### src/include/adc_sps_pkg.sv
// Shared constants for both ends of the converter's serial link.
// Assumes a 200 MHz system clock on both ends and a 22-bit command word.
package adc_sps_pkg;

  // ----------------------------------------------------------------
  // Frame geometry
  // ----------------------------------------------------------------
  localparam int FRAME_BITS = 22;
  localparam int READ_BITS = 18;
  localparam int PAD_BITS = 4;
  localparam logic [4:0] FRAME_BITS_CNT = 5'h16;
  localparam logic [4:0] CNT_SAT = 5'h1f;

  // ----------------------------------------------------------------
  // Input clock formats (polarity in bit 1, late capture phase in bit 0)
  // ----------------------------------------------------------------
  localparam logic [1:0] FMT_LOW_RISE = 2'h0;
  localparam logic [1:0] FMT_LOW_FALL = 2'h1;
  localparam logic [1:0] FMT_HIGH_FALL = 2'h2;
  localparam logic [1:0] FMT_HIGH_RISE = 2'h3;
  localparam logic [1:0] FMT_RESET = FMT_LOW_RISE;

  // ----------------------------------------------------------------
  // Output protocol register fields and codes
  // ----------------------------------------------------------------
  localparam int OC_MODE_LSB = 0;
  localparam int OC_WIDTH_LSB = 2;
  localparam int OC_DDR_BIT = 4;
  localparam int OC_CSEL_LSB = 6;
  localparam logic [7:0] OUT_CTRL_RESET = 8'h00;
  localparam logic [1:0] MODE_STD = 2'h0;
  localparam logic [1:0] MODE_EARLY = 2'h1;
  localparam logic [1:0] MODE_DEVCLK = 2'h3;
  localparam logic [1:0] WID_ONE = 2'h0;
  localparam logic [1:0] WID_TWO = 2'h2;
  localparam logic [1:0] WID_FOUR = 2'h3;
  localparam logic [1:0] CSEL_ECHO = 2'h0;

  // ----------------------------------------------------------------
  // Command word layout
  // ----------------------------------------------------------------
  localparam int OP_LSB = 18;
  localparam int ADDR_LSB = 8;
  localparam logic [3:0] OP_WRITE = 4'h1;
  localparam logic [9:0] ADDR_IN_PROTO = 10'h010;
  localparam logic [9:0] ADDR_OUT_PROTO = 10'h011;

  // ----------------------------------------------------------------
  // Timing
  // ----------------------------------------------------------------
  localparam int SYS_CLK_NS = 5;
  localparam int STROBE_HALF = 2;
  localparam int LINK_HALF_CYC = 8;
  localparam int READ_WINDOW_NS = 2000;

endpackage

### src/include/adc_link_if.sv
// Serial link between the converter end and the host controller end.
// Every wire has a single driver, so no resolution is needed here.
`timescale 1ns/100ps
interface adc_link_if;
  logic cs_n;
  logic sclk;
  logic sdi;
  logic [3:0] sdo;
  logic [3:0] sdo_oe;
  logic strobe;

  modport device(input cs_n, input sclk, input sdi, output sdo, output sdo_oe, output strobe);
  modport host(output cs_n, output sclk, output sdi, input sdo, input sdo_oe, input strobe);
endinterface

### src/hw/adc_link_device.sv
// Converter end of the serial link, with its sample FIFO.
// Assumes link pins are asynchronous to sys_clk_i and the host keeps them
// static between frames.
`timescale 1ns/100ps

// ------------------------------------------------------------------
// Sample FIFO
// ------------------------------------------------------------------
module sample_fifo #(
  parameter int WIDTH = 18,
  parameter int DEPTH = 8
) (
  // Clock and reset.
  input wire logic clk_i,
  input wire logic arst_n_i,
  // Fill side.
  input wire logic in_valid_i,
  input wire logic [WIDTH-1:0] in_data_i,
  output logic in_ready_o,
  // Drain side.
  output logic out_valid_o,
  output logic [WIDTH-1:0] out_data_o,
  input wire logic out_ready_i
);
  localparam int AW = $clog2(DEPTH);

  if (DEPTH < 2 || (1 << AW) != DEPTH) begin : g_bad_depth
    $error("sample_fifo depth must be a power of two, at least 2");
  end

  logic [WIDTH-1:0] mem [DEPTH];
  logic [AW-1:0] wr_ptr;
  logic [AW-1:0] rd_ptr;
  logic [AW:0] count;

  // Flags are registered from the next count, so they are honest each cycle.
  wire push = in_valid_i & in_ready_o;
  wire pop = out_valid_o & out_ready_i;
  wire [AW:0] next_count = count + {{AW{1'b0}}, push} - {{AW{1'b0}}, pop};
  assign out_data_o = mem[rd_ptr];

  // Storage needs no reset; the pointers decide what is valid.
  always_ff @(posedge clk_i) begin
    if (push) begin
      mem[wr_ptr] <= in_data_i;
    end
  end

  // Pointers and flags.
  always_ff @(posedge clk_i or negedge arst_n_i) begin
    if (!arst_n_i) begin
      wr_ptr <= '0;
      rd_ptr <= '0;
      count <= '0;
      in_ready_o <= 1'b0;
      out_valid_o <= 1'b0;
    end else begin
      wr_ptr <= wr_ptr + AW'(push);
      rd_ptr <= rd_ptr + AW'(pop);
      count <= next_count;
      in_ready_o <= (next_count != (AW+1)'(DEPTH));
      out_valid_o <= (next_count != '0);
    end
  end
endmodule // sample_fifo

// ------------------------------------------------------------------
// Converter end
// ------------------------------------------------------------------
module adc_link_device #(
  parameter int FIFO_DEPTH = 8
) (
  // Clock and reset.
  input wire logic sys_clk_i,
  input wire logic arst_n_i,
  // Serial link.
  adc_link_if.device link,
  // Conversion results.
  input wire logic sample_valid_i,
  input wire logic [adc_sps_pkg::READ_BITS-1:0] sample_data_i,
  output logic sample_ready_o,
  // Decoded commands and live configuration.
  output logic cmd_valid_o,
  output logic [adc_sps_pkg::FRAME_BITS-1:0] cmd_word_o,
  output logic [1:0] in_format_o,
  output logic [7:0] out_ctrl_o
);
  import adc_sps_pkg::*;

  logic [2:0] pin_meta;
  logic [2:0] pin_sync;
  logic cs_last;
  logic sclk_last;
  logic [1:0] act_fmt;
  logic [1:0] pend_fmt;
  logic [7:0] out_ctrl;
  logic [FRAME_BITS-1:0] isr;
  logic [4:0] cap_cnt;
  logic [FRAME_BITS-1:0] odr;
  logic skip_first;
  logic [4:0] sh_left;
  logic [1:0] div_cnt;
  logic strobe_int;
  logic fifo_valid;
  logic [READ_BITS-1:0] fifo_data;
  logic [3:0] next_sdo;
  logic [3:0] next_oe;

  // ----------------------------------------------------------------
  // Pin decode and edge detection
  // ----------------------------------------------------------------
  wire cs_n_s = pin_sync[2];
  wire sclk_s = pin_sync[1];
  wire sdi_s = pin_sync[0];
  wire cs_fall = cs_last & ~cs_n_s;
  wire cs_rise = ~cs_last & cs_n_s;
  wire sclk_rise = ~sclk_last & sclk_s & ~cs_n_s;
  wire sclk_fall = sclk_last & ~sclk_s & ~cs_n_s;

  // Capture edge comes from the input format alone, never the output mode.
  wire cap_on_rise = (act_fmt == FMT_LOW_RISE) | (act_fmt == FMT_HIGH_RISE);
  wire late_phase = act_fmt[0];
  wire cap_edge = cap_on_rise ? sclk_rise : sclk_fall;
  wire launch_edge = cap_on_rise ? sclk_fall : sclk_rise;

  // ----------------------------------------------------------------
  // Output mode decode
  // ----------------------------------------------------------------
  wire [1:0] mode = out_ctrl[OC_MODE_LSB +: 2];
  wire [1:0] width = out_ctrl[OC_WIDTH_LSB +: 2];
  wire ddr = out_ctrl[OC_DDR_BIT];
  wire [1:0] csel = out_ctrl[OC_CSEL_LSB +: 2];
  // Early launch has no effect with a late capture phase.
  wire early = (mode == MODE_EARLY) & ~late_phase;
  wire devclk = (mode == MODE_DEVCLK);
  // Non-echo sources run a free divider; not usable for second-zone reads.
  wire int_clk = devclk & (csel != CSEL_ECHO);
  wire [2:0] lanes = (width == WID_FOUR) ? 3'h4 : (width == WID_TWO) ? 3'h2 : 3'h1;
  wire int_tick = int_clk & ~cs_n_s & (div_cnt == 2'(STROBE_HALF - 1)) &
                  ((sh_left != 5'h00) | strobe_int);
  wire int_fall = int_tick & strobe_int;

  // Early launch shifts on the capture edge, half a clock ahead.
  wire ext_shift = early ? cap_edge : (ddr ? (cap_edge | launch_edge) : launch_edge);
  wire shift_ev = int_clk ? (ddr ? int_tick : int_fall) : ext_shift;
  wire do_shift = shift_ev & ~skip_first & ~cs_n_s;
  wire [FRAME_BITS-1:0] odr_shifted = odr << lanes;

  // Command decode at frame end.
  wire frame_ok = (cap_cnt >= FRAME_BITS_CNT);
  wire is_write = (isr[OP_LSB +: 4] == OP_WRITE);
  wire wr_in = is_write & (isr[ADDR_LSB +: 10] == ADDR_IN_PROTO);
  wire wr_out = is_write & (isr[ADDR_LSB +: 10] == ADDR_OUT_PROTO);

  // Strobe: low in frame, echoes or generates the clock in device-clocked mode.
  wire next_strobe = cs_n_s ? 1'b1 : (devclk ? (int_clk ? strobe_int : sclk_s) : 1'b0);

  assign in_format_o = act_fmt;
  assign out_ctrl_o = out_ctrl;

  // Lane i carries bit i of the current group, MSB first on lane 0.
  for (genvar i = 0; i < 4; i++) begin : g_lane
    assign next_sdo[i] = (3'(i) < lanes) & odr[FRAME_BITS-1-i];
    assign next_oe[i] = ~cs_n_s & (3'(i) < lanes);
  end

  // ----------------------------------------------------------------
  // Sample buffer; one result is drained per frame start
  // ----------------------------------------------------------------
  sample_fifo #(
    .WIDTH(READ_BITS),
    .DEPTH(FIFO_DEPTH)
  ) u_fifo (
    .clk_i(sys_clk_i),
    .arst_n_i(arst_n_i),
    .in_valid_i(sample_valid_i),
    .in_data_i(sample_data_i),
    .in_ready_o(sample_ready_o),
    .out_valid_o(fifo_valid),
    .out_data_o(fifo_data),
    .out_ready_i(cs_fall)
  );

  // ----------------------------------------------------------------
  // Processes
  // ----------------------------------------------------------------

  // Two-stage synchronisers; edges are found on the second stage only.
  always_ff @(posedge sys_clk_i or negedge arst_n_i) begin
    if (!arst_n_i) begin
      pin_meta <= 3'h4;
      pin_sync <= 3'h4;
      cs_last <= 1'b1;
      sclk_last <= 1'b0;
    end else begin
      pin_meta <= {link.cs_n, link.sclk, link.sdi};
      pin_sync <= pin_meta;
      cs_last <= cs_n_s;
      sclk_last <= sclk_s;
    end
  end

  // Input shift register and capture counter.
  always_ff @(posedge sys_clk_i or negedge arst_n_i) begin
    if (!arst_n_i) begin
      isr <= '0;
      cap_cnt <= 5'h00;
    end else if (cs_fall) begin
      isr <= '0;
      cap_cnt <= 5'h00;
    end else if (cap_edge) begin
      isr <= {isr[FRAME_BITS-2:0], sdi_s};
      cap_cnt <= (cap_cnt == CNT_SAT) ? cap_cnt : cap_cnt + 5'h01;
    end
  end

  // Command processing; short frames change nothing.
  always_ff @(posedge sys_clk_i or negedge arst_n_i) begin
    if (!arst_n_i) begin
      act_fmt <= FMT_RESET;
      pend_fmt <= FMT_RESET;
      out_ctrl <= OUT_CTRL_RESET;
      cmd_valid_o <= 1'b0;
      cmd_word_o <= '0;
    end else begin
      cmd_valid_o <= cs_rise & frame_ok & ~wr_in & ~wr_out;
      if (cs_rise & frame_ok) begin
        cmd_word_o <= isr;
      end
      if (cs_rise & frame_ok & wr_in) begin
        pend_fmt <= isr[1:0];
      end
      if (cs_rise & frame_ok & wr_out) begin
        out_ctrl <= isr[7:0];
      end
      // The running frame keeps its format until chip select falls again.
      if (cs_fall) begin
        act_fmt <= pend_fmt;
      end
    end
  end

  // Output data register and the internal strobe divider.
  always_ff @(posedge sys_clk_i or negedge arst_n_i) begin
    if (!arst_n_i) begin
      odr <= '0;
      skip_first <= 1'b0;
      sh_left <= 5'h00;
      div_cnt <= 2'h0;
      strobe_int <= 1'b0;
    end else if (cs_fall) begin
      odr <= fifo_valid ? {fifo_data, {PAD_BITS{1'b0}}} : '0;
      // Without DDR or device clocking, a late phase keeps the MSB on the lanes through the first launch edge, skipping that shift.
      // The frame that starts now runs in the pending format, so take its phase
      // from there; early launch never applies with a late phase.
      skip_first <= pend_fmt[0] & ~devclk & ~ddr;
      sh_left <= FRAME_BITS_CNT;
      div_cnt <= 2'h0;
      strobe_int <= 1'b0;
    end else begin
      if (shift_ev) begin
        skip_first <= 1'b0;
      end
      if (do_shift) begin
        odr <= odr_shifted;
        sh_left <= (sh_left > {2'h0, lanes}) ? sh_left - {2'h0, lanes} : 5'h00;
      end
      if (int_clk & ~cs_n_s) begin
        div_cnt <= int_tick ? 2'h0 : div_cnt + 2'h1;
        strobe_int <= int_tick ? ~strobe_int : strobe_int;
      end
    end
  end

  // Registered pin drivers.
  always_ff @(posedge sys_clk_i or negedge arst_n_i) begin
    if (!arst_n_i) begin
      link.sdo <= 4'h0;
      link.sdo_oe <= 4'h0;
      link.strobe <= 1'b1;
    end else begin
      link.sdo <= next_sdo;
      link.sdo_oe <= next_oe;
      link.strobe <= next_strobe;
    end
  end
endmodule // adc_link_device

### src/flat_wrapper.sv
// flat-port wrapper written by rule: the top's interface ports become plain ports
module adc_link_device_flat import adc_sps_pkg::*;
#(
  parameter int FIFO_DEPTH = 8
)
  (sys_clk_i, arst_n_i, sample_valid_i, sample_data_i, sample_ready_o, cmd_valid_o, cmd_word_o, in_format_o, out_ctrl_o, link_cs_n, link_sclk, link_sdi, link_sdo, link_sdo_oe, link_strobe);
  adc_link_if link_i ();
  input wire logic sys_clk_i;
  input wire logic arst_n_i;
  input wire logic sample_valid_i;
  input wire logic [adc_sps_pkg::READ_BITS-1:0] sample_data_i;
  output logic sample_ready_o;
  output logic cmd_valid_o;
  output logic [adc_sps_pkg::FRAME_BITS-1:0] cmd_word_o;
  output logic [1:0] in_format_o;
  output logic [7:0] out_ctrl_o;
  input wire logic [$bits(link_i.cs_n)-1:0] link_cs_n;
  input wire logic [$bits(link_i.sclk)-1:0] link_sclk;
  input wire logic [$bits(link_i.sdi)-1:0] link_sdi;
  output wire logic [$bits(link_i.sdo)-1:0] link_sdo;
  output wire logic [$bits(link_i.sdo_oe)-1:0] link_sdo_oe;
  output wire logic [$bits(link_i.strobe)-1:0] link_strobe;
  assign link_i.cs_n = link_cs_n;
  assign link_i.sclk = link_sclk;
  assign link_i.sdi = link_sdi;
  assign link_sdo = link_i.sdo;
  assign link_sdo_oe = link_i.sdo_oe;
  assign link_strobe = link_i.strobe;
  adc_link_device #(.FIFO_DEPTH(FIFO_DEPTH)) u_core (.sys_clk_i(sys_clk_i), .arst_n_i(arst_n_i), .link(link_i), .sample_valid_i(sample_valid_i), .sample_data_i(sample_data_i), .sample_ready_o(sample_ready_o), .cmd_valid_o(cmd_valid_o), .cmd_word_o(cmd_word_o), .in_format_o(in_format_o), .out_ctrl_o(out_ctrl_o));
endmodule
### config.mk
export PLATFORM = sky130hd
export DESIGN_NAME = adc_link_device_flat
export DESIGN_NICKNAME = d
export VERILOG_FILES = /design/src/include/adc_sps_pkg.sv /design/src/include/adc_link_if.sv /design/src/hw/adc_link_device.sv /design/src/flat_wrapper.sv
export SDC_FILE = /design/constraint.sdc
export NUM_CORES = 1
export LEC_CHECK = 0
export ABC_AREA = 1
export BUFFER_PORTS_ARGS = -buffer_cell sky130_fd_sc_hd__buf_2
export CAP_MARGIN = 10
export CORE_MARGIN = 2
export CORE_UTILIZATION = 55
export DETAILED_ROUTE_END_ITERATION = 12
export PLACE_DENSITY_LB_ADDON = 0.25
export SLEW_MARGIN = 20
export SYNTH_ARGS = -nofsm -noshare
export SYNTH_HDL_FRONTEND = slang
export SYNTH_SLANG_ARGS = --single-unit
### constraint.sdc
create_clock -name sys_clk_i -period 2.5 [get_ports sys_clk_i]
set_input_delay 0 -clock sys_clk_i [delete_from_list [all_inputs] [get_ports sys_clk_i]]
set_output_delay 0 -clock sys_clk_i [all_outputs]
set_load 0.01 [all_outputs]
==> out/qor.yml <==
run_status: "complete, no violations"
syn2layout_area_growth_pct: 15.7
cp-end-kind: "register"
netlist_area_sq_um: 11300
post-route-period-util_pct: 92.0
p_per_area_nw_per_um2: 980
synth_top_area_cell: "edfxtp_1"
critPathKind: "reg2reg"
tritoncts: "done"
clock-skew-final_ns: 0.0162
n_fill_cell: 1557
min_path_type: "in2async"
ioPinCount: 67
vias: 7954
critical_path.slowest_cell: "dfstp_2"
cp-start-kind: "register"
cp_max_fo: 2
start_util_pct: 56.0
ant_nets: 0
grt.total_usage_pct: 22.3
core_area_sq_um: 20200
antenna_found_initial: 0
grt_max_degree: 74
die_h_microns: 147
critPathMaxStageDelay_ns: 0.54
clock_latency_ns: 0.55
grt_pass1_vias: 7694
cts_resized: 0
antenna_cells: 0
dp_hpwl_mm: 14.5
setup_violations: 0
synth_nets: 1106
finalHoldViolCount: 0
fp.dieW_microns: 147
finalPower_w: 0.0128
postCtsSetupRepairBufs: 0
finalCriticalPeriod_ns: 2.30
drc: 0
ys_warn_count: 0
synthTopCellsByCount: "nand2_1 (162), nor2_1 (153), edfxtp_1 (144)"
numCtsBuffers: 27
synth_ff_type: "edfxtp_1"
fmax_ghz: 0.435
grt_pass1_wl_mm: 38.8
yosysMostFrequentCell: "nand2_1"
wl_mm: 24.1
power.leakage_nw: 5.44
max_slew_margin_pct: 50.0
final_nets: 1200
async_reset_ff_share_pct: 45.7
required_ns: 2.92
fin_util_pct: 64.7
netlist.area_leader.share_pct: 38.2
syn_inst: 1065
max_cap_violations: 0
clkSlewWorstSetupHoldPaths_ns: 0.06
rows: 52
syn_avg_cell_area_sq_um: 10.6
layout_setup_ws_ns: 0.199
synth_edf_count: 144
die_area_sq_um: 21800
ys_seq_elements: 265
worst_slew_pin_slew_ns: 0.750
whs_ns: 0.0554
place_ws_ns: 0.208
cp.arrival_ns: 2.72
slew_violations: 0
irDropWorstVdd_uv: 638
ctsHoldBuffers: 23
drt_iter0_drc: 685
drive_gt1_share_pct: 14.6
routabilityCongestion: 0.792
ys_top_cells_by_area: "edfxtp_1 (38%), dfrtp_1 (26%), o21ai_0 (5.7%)"
first_pass_iters: 6
ys_seq_area_share_pct: 65.0
clock_path_buffers: 3
ys_types: 44
routed_via_density: 5.49
wl_per_cell_microns: 16.6
cts-root-buf: "clkbuf_16"
rsz0062_at_grt: "false"
tns_ns: 0
crit_chain: "inv_2, nor2_4, inv_2, nor2_4, ha_1, inv_1, ha_1, inv_1, fa_1, inv_1, nor3_2, nand2_1"
io_buffers: 66
h-tree-depth: 1
cts_sinks: 265
cpMostUsedCell: "inv_1"
grt_overflow: 0
[cell families after synthesis]
family | Yosys count | synth area share (%)
AOI/OAI and AO/OA | 219 | 11.3
xor gates and xnor gates | 8 | 0.619
adders and majority gates | 17 | 2.01
buffers and inverters | 131 | 4.84
DFF | 265 | 65.0
and+or+nand+nor | 425 | 16.3
[flip-flops by register name, indices dropped and copies added, names as in the netlist, 2 cells and up]
name,count
u_core.u_fifo.mem,144
u_core.u_fifo.rd_ptr,3
u_core.div_cnt,2
u_core.isr,22
u_core.pend_fmt,2
u_core.cmd_word_o,22
u_core.pin_sync,3
u_core.u_fifo.wr_ptr,3
u_core.u_fifo.count,4
u_core.out_ctrl_o,8
u_core.in_format_o,2
u_core.odr,22
u_core.pin_meta,3
u_core.link.sdo_oe,3
u_core.link.sdo,4
u_core.cap_cnt,5
u_core.sh_left,5
[layout make-up]
type / instances / area (sq um) / area share, %
sequential: 265 / 7360 / 56.2
clock inverter: 8 / 101 / 0.774
timing repair buffer: 121 / 828 / 6.32
clock buffer: 40 / 764 / 5.84
multi-input combinational: 669 / 3420 / 26.1
tap: 270 / 338 / 2.58
inverter: 75 / 282 / 2.15
[final timing paths]
| kind | slack [ns] | start | end | cells after the start |
|---|---|---|---|---|
| worst max-delay path | 0.20 | u_core.cs_last | u_core.u_fifo.in_ready_o | 12 |
| worst min-delay path | 0.06 | arst_n_i | u_core.link.sdo[2] | 2 |
| worst max register to register | 0.20 | u_core.cs_last | u_core.u_fifo.in_ready_o | 12 |
| worst min register to register | 0.35 | u_core.pin_meta[0] | u_core.pin_sync[0] | 0 |
| max in group asynchronous | 1.57 | arst_n_i | u_core.pin_sync[2] | 3 |
| min in group sys_clk_i | 0.12 | link_sclk | u_core.pin_meta[1] | 2 |
[worst max-delay path, delay by kind of cell (launching register included)]
family	cells	cell delay, ns
buffers and inverters	5	0.29
adder cells (fa/ha/maj)	3	0.88
AND/OR/NAND/NOR	4	0.47
flip-flops	1	0.54
[per-layer routing]
metal,share of wire [%],wire [microns],track usage [%]
met3,5.1,1220,2.99
met5,0,0,0
met4,2.3,542,6.68
met2,48,11600,36.7
met1,44,10700,31.5
[cells in the final DEF, fill, tap and decap left out, types with 5 or more instances in the layout]
master         Yosys  final
a21oi_1           13     13
dlygate4sd3_1      0     23
inv_1             69     68
o21ai_2            9      9
buf_4              5     31
nor3_1             8      7
o22ai_1            5      5
clkbuf_16          0     27
o211ai_1          45     45
dfrtp_1          117    115
nand3_1           79     79
nor2_1           153    153
nand4_1            5      5
clkbuf_1          33      9
o21ai_0          130    130
nand2_1          162    162
ha_1              15     15
clkinv_1           2      5
edfxtp_1         144    144
o21ai_1            7      7
inv_2              4      5
buf_2             11     65
[through the flow]
stage | std cells | instance area [sq um]
CTS | 1448 | 13100
global route | 1448 | 13100
floorplan | 1065 | 11300
finish | 1448 | 13100
global placement | 1377 | 12000
detailed placement | 1377 | 12000
[power breakdown]
part	internal, W	leakage (nW)	total, W	switching (W)
clock network	0.00232	0.423	0.00392	0.00161
registers	0.00527	2.91	0.00566	0.000397
logic	0.00115	2.11	0.00325	0.00209
total	0.00874	5.44	0.0128	0.00410
Note: power is estimated with default switching activity, not from simulation.
